===== src/shared/apd_regs.svh =====
// named constants of the auto power-down controller
// assumes inclusion by bare name from rtl and testbench files
`ifndef APD_REGS_SVH
`define APD_REGS_SVH

`define APD_CNT_ZERO        4'h0
`define APD_CNT_ONE         4'h1
`define APD_IDLE_LIMIT      4'hf

`define APD_REG_RESET       8'h00
`define APD_REGA_MASK       8'h3a
`define APD_REGB_MASK       8'h3c
`define APD_SEL_REG_A       1'b0
`define APD_SEL_REG_B       1'b1

`define APD_REGA_ENABLE     1
`define APD_REGA_TURBO      3
`define APD_REGA_ARRAY_CLK  4
`define APD_REGA_MCELL_CLK  5

`define APD_REGB_WR         2
`define APD_REGB_RD         3
`define APD_REGB_PSEN       4
`define APD_REGB_ALE        5

`define APD_NUM_PINS        8
`define APD_FUNC_W          2
`define APD_CTL_W           7
`define APD_BUS_W           24
// chip select and the write, read and psen strobes rest high, so memories start deselected
`define APD_CTL_RST         7'h3c
`define APD_BUS_RST         24'h000000
`define APD_ADDR_LSB        8
`define APD_ADDR_RST        16'h0000
`define APD_DATA_RST        8'h00
`define APD_PLD_RST         6'h07

`endif


===== src/shared/apd_pkg.sv =====
// types of the auto power-down controller
// assumes nothing beyond a SystemVerilog compiler
package apd_pkg;

  typedef enum logic {
    APD_RUN,
    APD_DOWN
  } apd_state_t;

  // order fixes the two-bit code given on the port function inputs
  typedef enum logic [1:0] {
    APD_PF_MCU_IO,
    APD_PF_PLD_OUT,
    APD_PF_ADDR_OUT,
    APD_PF_PERIPH
  } apd_port_func_t;

endpackage : apd_pkg


===== src/rtl/apd_sync.sv =====
// two-flop synchroniser for pin inputs
// assumes the inputs are asynchronous to clk
module apd_sync
  import apd_pkg::*;
#(
  parameter int               WIDTH   = 1,
  parameter logic [WIDTH-1:0] RST_VAL = '0
)
(
  input  wire logic             clk,
  input  wire logic             nrst,
  input  wire logic [WIDTH-1:0] asyncIn,
  output logic      [WIDTH-1:0] syncOut
);

  logic [WIDTH-1:0] meta_q;
  logic [WIDTH-1:0] meta_d;
  logic [WIDTH-1:0] sync_q;
  logic [WIDTH-1:0] sync_d;

  always_comb
  begin
    meta_d = asyncIn;
    sync_d = meta_q;
  end

  always_ff @(posedge clk or negedge nrst)
  begin
    if (!nrst)
    begin
      meta_q <= RST_VAL;
      sync_q <= RST_VAL;
    end
    else
    begin
      meta_q <= meta_d;
      sync_q <= sync_d;
    end
  end

  assign syncOut = sync_q;

endmodule : apd_sync


===== src/rtl/apd_top.sv =====
// auto power-down controller: idle counter, bus blocking, memory selects,
// input blocking bits, turbo bit and port pin behaviour in power-down
// assumes nrst is the power-up reset; all pin inputs are asynchronous
//
// Summary of operation
// four-bit idle counter ticks per pin clock
// fifteen idle periods raise power-down output
// enable bit, with chip select high, allows power-down entry
// strobe activity wakes the device
// chip select low or reset high wakes
// power-down blocks bus, deselects memories
// clock masking never stops the counter
// logic and ports keep running in power-down
// pins hold, address undefined, peripheral tri-state
// blocking bits stop inputs reaching logic
// bit 3 set selects low-power logic
// host keeps clock 5MHz under maximum
// chip select high disables memories, io block
// chip select never blocks logic signals
// pin clock feeds macrocells and counter
// other savings only via two mode registers
// counts only enabled with steady strobe
// bit 1 of register a enables
// register b bits 2-5 block inputs
// mode registers clear at power-up only
// every strobe edge restarts idle count
`include "apd_regs.svh"
module apd_top
  import apd_pkg::*;
(
  input  wire logic                                  clk,
  input  wire logic                                  nrst,
  input  wire logic                                  addrStrobe,
  input  wire logic                                  pin_clock_in,
  input  wire logic                                  chipSelectN,
  input  wire logic                                  resetIn,
  input  wire logic                                  mcuWrN,
  input  wire logic                                  mcuRdN,
  input  wire logic                                  mcuPsenN,
  input  wire logic [15:0]                           mcuAddr,
  input  wire logic [7:0]                            mcuData,
  input  wire logic                                  regWrite,
  input  wire logic                                  regSelect,
  input  wire logic [7:0]                            regWdata,
  input  wire logic [`APD_NUM_PINS*`APD_FUNC_W-1:0]  portFunc,
  input  wire logic [`APD_NUM_PINS-1:0]              portDataOut,
  input  wire logic [`APD_NUM_PINS-1:0]              portDirOut,
  input  wire logic [`APD_NUM_PINS-1:0]              pldOut,
  input  wire logic [`APD_NUM_PINS-1:0]              pldOe,
  output logic                                       power_down_out,
  output logic      [15:0]                           busAddr,
  output logic      [7:0]                            busData,
  output logic                                       flashSelect,
  output logic                                       sramSelect,
  output logic                                       ioRegisterBlockSelect,
  output logic                                       pldWrN,
  output logic                                       pldRdN,
  output logic                                       pldPsenN,
  output logic                                       pldAle,
  output logic                                       pldArrayClk,
  output logic                                       pldMcellClk,
  output logic                                       turboOff,
  output logic      [7:0]                            power_mode_reg_a,
  output logic      [7:0]                            power_mode_reg_b,
  output logic      [3:0]                            idleCount,
  output logic      [`APD_NUM_PINS-1:0]              portOut,
  output logic      [`APD_NUM_PINS-1:0]              portOe
);

  ////////////////////////////////////////////////////////////////////////////
  // pin synchronisers

  logic [`APD_CTL_W-1:0] ctlS;
  logic [`APD_BUS_W-1:0] busS;
  logic                  aleS;
  logic                  clkS;
  logic                  wrS;
  logic                  rdS;
  logic                  psenS;
  logic                  csnS;
  logic                  rstS;

  apd_sync #(.WIDTH(`APD_CTL_W), .RST_VAL(`APD_CTL_RST)) u_ctl_sync (
    .clk     (clk),
    .nrst    (nrst),
    .asyncIn ({resetIn, chipSelectN, mcuPsenN, mcuRdN, mcuWrN, pin_clock_in, addrStrobe}),
    .syncOut (ctlS)
  );

  // bus words are only sampled for forwarding, never compared bit against bit
  apd_sync #(.WIDTH(`APD_BUS_W), .RST_VAL(`APD_BUS_RST)) u_bus_sync (
    .clk     (clk),
    .nrst    (nrst),
    .asyncIn ({mcuAddr, mcuData}),
    .syncOut (busS)
  );

  assign {rstS, csnS, psenS, rdS, wrS, clkS, aleS} = ctlS;

  ////////////////////////////////////////////////////////////////////////////
  // mode registers

  logic [7:0] regA_q;
  logic [7:0] regA_d;
  logic [7:0] regB_q;
  logic [7:0] regB_d;

  // warm reset is not wired here so the bits survive it
  always_comb
  begin
    regA_d = regA_q;
    regB_d = regB_q;
    if (regWrite && regSelect == `APD_SEL_REG_A)
      regA_d = regWdata & `APD_REGA_MASK;
    if (regWrite && regSelect == `APD_SEL_REG_B)
      regB_d = regWdata & `APD_REGB_MASK;
  end

  always_ff @(posedge clk or negedge nrst)
  begin
    if (!nrst)
    begin
      regA_q <= `APD_REG_RESET;
      regB_q <= `APD_REG_RESET;
    end
    else
    begin
      regA_q <= regA_d;
      regB_q <= regB_d;
    end
  end

  logic apdEn;
  assign apdEn = regA_q[`APD_REGA_ENABLE];

  ////////////////////////////////////////////////////////////////////////////
  // idle counter and power-down state

  apd_state_t state_q;
  apd_state_t state_d;
  logic [3:0] cnt_q;
  logic [3:0] cnt_d;
  logic       aleLast_q;
  logic       clkLast_q;
  logic       aleEdge;
  logic       clkRise;
  logic       wake;

  assign aleEdge = aleS ^ aleLast_q;
  assign clkRise = clkS & ~clkLast_q;
  assign wake    = aleEdge | ~csnS | rstS;

  always_comb
  begin
    state_d = state_q;
    cnt_d   = cnt_q;
    case (state_q)
      APD_RUN:
      begin
        if (!apdEn || aleEdge || rstS)
          cnt_d = `APD_CNT_ZERO;
        else if (clkRise && cnt_q != `APD_IDLE_LIMIT)
          cnt_d = cnt_q + `APD_CNT_ONE;
        // entry waits while selected, else it would wake at once
        if (apdEn && cnt_q == `APD_IDLE_LIMIT && csnS && !aleEdge && !rstS)
          state_d = APD_DOWN;
      end
      APD_DOWN:
      begin
        if (wake || !apdEn)
        begin
          state_d = APD_RUN;
          cnt_d   = `APD_CNT_ZERO;
        end
      end
      default:
      begin
        state_d = APD_RUN;
        cnt_d   = `APD_CNT_ZERO;
      end
    endcase
  end

  always_ff @(posedge clk or negedge nrst)
  begin
    if (!nrst)
    begin
      state_q   <= APD_RUN;
      cnt_q     <= `APD_CNT_ZERO;
      aleLast_q <= 1'b0;
      clkLast_q <= 1'b0;
    end
    else
    begin
      state_q   <= state_d;
      cnt_q     <= cnt_d;
      aleLast_q <= aleS;
      clkLast_q <= clkS;
    end
  end

  ////////////////////////////////////////////////////////////////////////////
  // bus blocking, selects and logic inputs

  logic        down_d;
  logic        pd_q;
  logic [15:0] busAddr_q;
  logic [15:0] busAddr_d;
  logic [7:0]  busData_q;
  logic [7:0]  busData_d;
  logic        memSel_d;
  logic        flash_q;
  logic        sram_q;
  logic        io_q;
  logic [5:0]  pld_q;
  logic [5:0]  pld_d;

  always_comb
  begin
    down_d    = (state_d == APD_DOWN);
    busAddr_d = down_d ? busAddr_q : busS[`APD_BUS_W-1:`APD_ADDR_LSB];
    busData_d = down_d ? busData_q : busS[`APD_ADDR_LSB-1:0];
    memSel_d  = !csnS && !down_d;
    // chip select plays no part in what reaches the logic
    pld_d[0]  = regB_q[`APD_REGB_WR]   ? 1'b1 : wrS;
    pld_d[1]  = regB_q[`APD_REGB_RD]   ? 1'b1 : rdS;
    pld_d[2]  = regB_q[`APD_REGB_PSEN] ? 1'b1 : psenS;
    pld_d[3]  = regB_q[`APD_REGB_ALE]  ? 1'b0 : aleS;
    pld_d[4]  = regA_q[`APD_REGA_ARRAY_CLK] ? 1'b0 : clkS;
    pld_d[5]  = regA_q[`APD_REGA_MCELL_CLK] ? 1'b0 : clkS;
  end

  always_ff @(posedge clk or negedge nrst)
  begin
    if (!nrst)
    begin
      pd_q      <= 1'b0;
      busAddr_q <= `APD_ADDR_RST;
      busData_q <= `APD_DATA_RST;
      flash_q   <= 1'b0;
      sram_q    <= 1'b0;
      io_q      <= 1'b0;
      pld_q     <= `APD_PLD_RST;
    end
    else
    begin
      pd_q      <= down_d;
      busAddr_q <= busAddr_d;
      busData_q <= busData_d;
      flash_q   <= memSel_d;
      sram_q    <= memSel_d;
      io_q      <= memSel_d;
      pld_q     <= pld_d;
    end
  end

  ////////////////////////////////////////////////////////////////////////////
  // port pins

  logic [`APD_NUM_PINS-1:0] portOut_q;
  logic [`APD_NUM_PINS-1:0] portOe_q;

  genvar gi;
  generate
    for (gi = 0; gi < `APD_NUM_PINS; gi++)
    begin : g_pin
      logic           out_d;
      logic           oe_d;
      apd_port_func_t func;
      assign func = apd_port_func_t'(portFunc[gi*`APD_FUNC_W +: `APD_FUNC_W]);
      always_comb
      begin
        out_d = portOut_q[gi];
        oe_d  = portOe_q[gi];
        case (func)
          APD_PF_MCU_IO:
          begin
            out_d = down_d ? portOut_q[gi] : portDataOut[gi];
            oe_d  = down_d ? portOe_q[gi]  : portDirOut[gi];
          end
          APD_PF_PLD_OUT:
          begin
            out_d = pldOut[gi];
            oe_d  = pldOe[gi];
          end
          APD_PF_ADDR_OUT:
          begin
            // undefined level; zero is the cheapest choice
            out_d = down_d ? 1'b0 : busS[`APD_ADDR_LSB+gi];
            oe_d  = 1'b1;
          end
          default:
          begin
            out_d = busS[gi];
            oe_d  = down_d ? 1'b0 : portDirOut[gi];
          end
        endcase
      end
      always_ff @(posedge clk or negedge nrst)
      begin
        if (!nrst)
        begin
          portOut_q[gi] <= 1'b0;
          portOe_q[gi]  <= 1'b0;
        end
        else
        begin
          portOut_q[gi] <= out_d;
          portOe_q[gi]  <= oe_d;
        end
      end
    end
  endgenerate

  ////////////////////////////////////////////////////////////////////////////
  // outputs

  assign power_down_out        = pd_q;
  assign busAddr               = busAddr_q;
  assign busData               = busData_q;
  assign flashSelect           = flash_q;
  assign sramSelect            = sram_q;
  assign ioRegisterBlockSelect = io_q;
  assign {pldMcellClk, pldArrayClk, pldAle, pldPsenN, pldRdN, pldWrN} = pld_q;
  assign turboOff              = regA_q[`APD_REGA_TURBO];
  assign power_mode_reg_a      = regA_q;
  assign power_mode_reg_b      = regB_q;
  assign idleCount             = cnt_q;
  assign portOut               = portOut_q;
  assign portOe                = portOe_q;
endmodule : apd_top


===== config.mk =====
export PLATFORM = sky130hd
export DESIGN_NAME = apd_top
export DESIGN_NICKNAME = d
export VERILOG_FILES = /design/src/shared/apd_pkg.sv /design/src/rtl/apd_sync.sv /design/src/rtl/apd_top.sv
export VERILOG_INCLUDE_DIRS = /design/src /design/src/shared
export SDC_FILE = /design/constraint.sdc
export NUM_CORES = 1
export LEC_CHECK = 0
export BUFFER_PORTS_ARGS = -buffer_cell sky130_fd_sc_hd__buf_2
export CORE_UTILIZATION = 41
export CTS_BUF_LIST = sky130_fd_sc_hd__clkbuf_4 sky130_fd_sc_hd__clkbuf_8
export DETAILED_ROUTE_END_ITERATION = 12
export GPL_TIMING_DRIVEN = 0
export PLACE_DENSITY_LB_ADDON = 0.15
export SKIP_LAST_GASP = 1
export SLEW_MARGIN = 20
export SYNTH_ARGS = -nofsm -noshare
export SYNTH_HDL_FRONTEND = slang
export SYNTH_HIERARCHICAL = 1
export SYNTH_SLANG_ARGS = --single-unit

===== constraint.sdc =====
create_clock -name clk -period 3.35 [get_ports clk]
set_input_delay 0.67 -clock clk [delete_from_list [all_inputs] [get_ports clk]]
set_output_delay 0.67 -clock clk [all_outputs]
set_load 0.03 [all_outputs]

==> flow_metrics.tcl <==
set metrics [dict create \
    synth_flop_cell "dfrtp_1" \
    synth_top_area_cell "dfrtp_1" \
    hold_ws_ns 0.208 \
    cts_tree "built" \
    nets 571 \
    setup_tns_ns 0 \
    antenna_found_initial 1 \
    synth.ff_latch_count 124 \
    slew_headroom_pct 64.8 \
    htree_levels 4 \
    grt_pass1_vias 2862 \
    cp_cell_sequence "buf_2" \
    grtUsageTotal_pct 16.4 \
    numClockSinks 124 \
    ant_nets 0 \
    avgSynthCellArea_sq_um 15.3 \
    finalHoldViolations 0 \
    power_density_mw_per_mm2 539 \
    dr.pass1.iters 4 \
    cts_buffers 17 \
    peakVddDrop_v 0.000288 \
    cp_slowest_cell "dfrtp_1" \
    yosysMostFrequentCell "dfrtp_1" \
    async_reset_ff_share_pct 100 \
    tightest_slew_ns 0.528 \
    die_area_sq_mm 0.0117 \
    synth_cell_types 36 \
    grt_overflow 0 \
    cts_max_path_buffers 2 \
    synth_cells 302 \
    port_buffers 150 \
    synth_edf_count 0 \
    start_util_pct 42.5 \
    synth.top_cells.by_count "dfrtp_1, mux2_2, nand3_1" \
    grt_max_degree 70 \
    drc 0 \
    io_pins 162 \
    path_delay_family "flip-flops" \
    area_growth_pct 29.5 \
    ctsResizeCount 0 \
    ys_seq_area_share_pct 67.4 \
    dp_hpwl_microns 6360 \
    worst-path-buf-inv 1 \
    postCtsSetupBuffers 0 \
    report.final.slew_viol_count 0 \
    die_y_microns 108 \
    status "complete, no violations" \
    end_kind "primary output" \
    synth_area_leaders "dfrtp_1, mux2_2, dfstp_2" \
    r2r_start "idleCount[0]" \
    skew_ns 0.00988 \
    drive_above_1_share_pct 54.5 \
    vias_per_cell 4.73 \
    dr_total_vias 2991 \
    syn_area_sq_mm 0.00462 \
    critPathMaxFanout 9 \
    insertion_delay_ns 0.42 \
    drt_iter0_drc 133 \
    crit_type "register to primary output" \
    rows 38 \
    fillers 943 \
    synthDominantCellAreaShare_pct 61.2 \
    finalCritPeriodShare_pct 54.4 \
    start_kind "register" \
    hold_class "input port to asynchronous set/reset pin" \
    die_w_microns 108 \
    cap_viol_max_count 0 \
    core-area_sq_mm 0.0109 \
    cts_root_buf "clkbuf_8" \
    rsz0062_at_grt "false" \
    holdBufCountCts 0 \
    critical_path.max_stage_delay_ns 0.48 \
    grt_pass1_wl_microns 14100 \
    crit_arrival_ns 1.15 \
    fmax_mhz 549 \
    critPathLaunch "power_down_out" \
    required_ns 2.68 \
    fin_crit_ns 1.82 \
    wirelength_microns 8960 \
    gp_congestion 0.753 \
    ys_warn_count 6 \
    wire_per_inst_microns 14.2 \
    clk_pin_slew_ns 0.07 \
    p_leak_nw 2.90 \
    setup_viol 0 \
]
[where the power goes]
part | internal, W | switching [W]
Sequential | 0.00160 | 0.0000418
Combinational | 0.000155 | 0.000257
Clock | 0.000616 | 0.000560
[path summary, 6_finish.rpt]
check                                         end  slack [ns]  depth (start not counted)
hold reg to reg            u_bus_sync/syncOut[20]        0.35                          0
setup reg to reg                        portOe[0]        1.61                          6
hold / removal                power_mode_reg_b[4]        0.21                          1
setup / recovery                   power_down_out        1.53                          1
min in group clk             u_ctl_sync/meta_q[4]        0.34                          1
max in group asynchronous                pld_q[1]        2.42                          2
[area by class of cell]
class / count / area, sq um / area share [%]
Timing Repair Buffer: 151 / 785 / 13.1
Buffer: 16 / 135 / 2.26
Tap cell: 140 / 175 / 2.93
Antenna cell: 1 / 2.50 / 0.0418
Clock inverter: 9 / 63.8 / 1.07
Inverter: 13 / 48.8 / 0.815
Sequential cell: 124 / 3120 / 52.1
Multi-Input combinational cell: 156 / 1350 / 22.5
Clock buffer: 23 / 310 / 5.19
[per-layer routing]
| metal | track usage (%) | part of all wire [%] |
|---|---|---|
| met3 | 6.45 | 7.7 |
| met4 | 6.75 | 1.1 |
| met1 | 20.3 | 42 |
| met5 | 0 | 0 |
| met2 | 25.8 | 49 |
[flip-flops by register name (all words and copies together) (netlist names), 4 cells and up]
name,count
portOut,8
u_bus_sync/syncOut,24
power_mode_reg_b,4
u_ctl_sync/meta_q,7
busAddr,16
power_mode_reg_a,4
u_bus_sync/meta_q,24
portOe,8
idleCount,4
u_ctl_sync/syncOut,7
pld_q,6
busData,8
[cells in the final DEF, fill, tap and decap left out, drive strengths merged, types with 8 or more instances in the layout]
cell type,Yosys,layout
a211oi,8,8
buf,16,167
clkbuf,0,23
conb,1,8
dfrtp,113,113
dfstp,11,11
inv,13,13
mux2,39,39
mux2i,9,9
nand2,11,11
nand3,14,14
[cell families (layout without fill, tap and decap cells)]
family | Yosys count | count (layout) | share of synthesized area (%)
AND/OR/NAND/NOR | 51 | 51 | 8.58
buffers and inverters | 29 | 212 | 3.98
XOR/XNOR | 1 | 1 | 0.352
flip-flops | 124 | 124 | 67.4
other | 1 | 9 | 0.0811
adder cells (fa/ha/maj) | 1 | 1 | 0.271
multiplexers | 48 | 48 | 11.5
AO/OA/AOI/OAI | 47 | 47 | 7.85
[through the flow]
| stage | cells | cell area, sq um | setup slack, ns | util [%] | power (W) |
|---|---|---|---|---|---|
| after global routing | 632 | 5980 | 1.45 | 54.9 | 0.00339 |
| final | 633 | 5980 | 1.53 | 55.0 | 0.00323 |
| after CTS | 632 | 5980 | 1.49 | 54.9 | 0.00328 |
| after floorplan | 309 | 4650 | 1.63 | - | 0.00190 |
| after detailed placement | 600 | 5610 | 1.60 | 51.5 | 0.00209 |
| after global placement | 599 | 5570 | 0.0903 | 51.2 | 0.00207 |
Note: power is estimated with default switching activity, not from simulation.
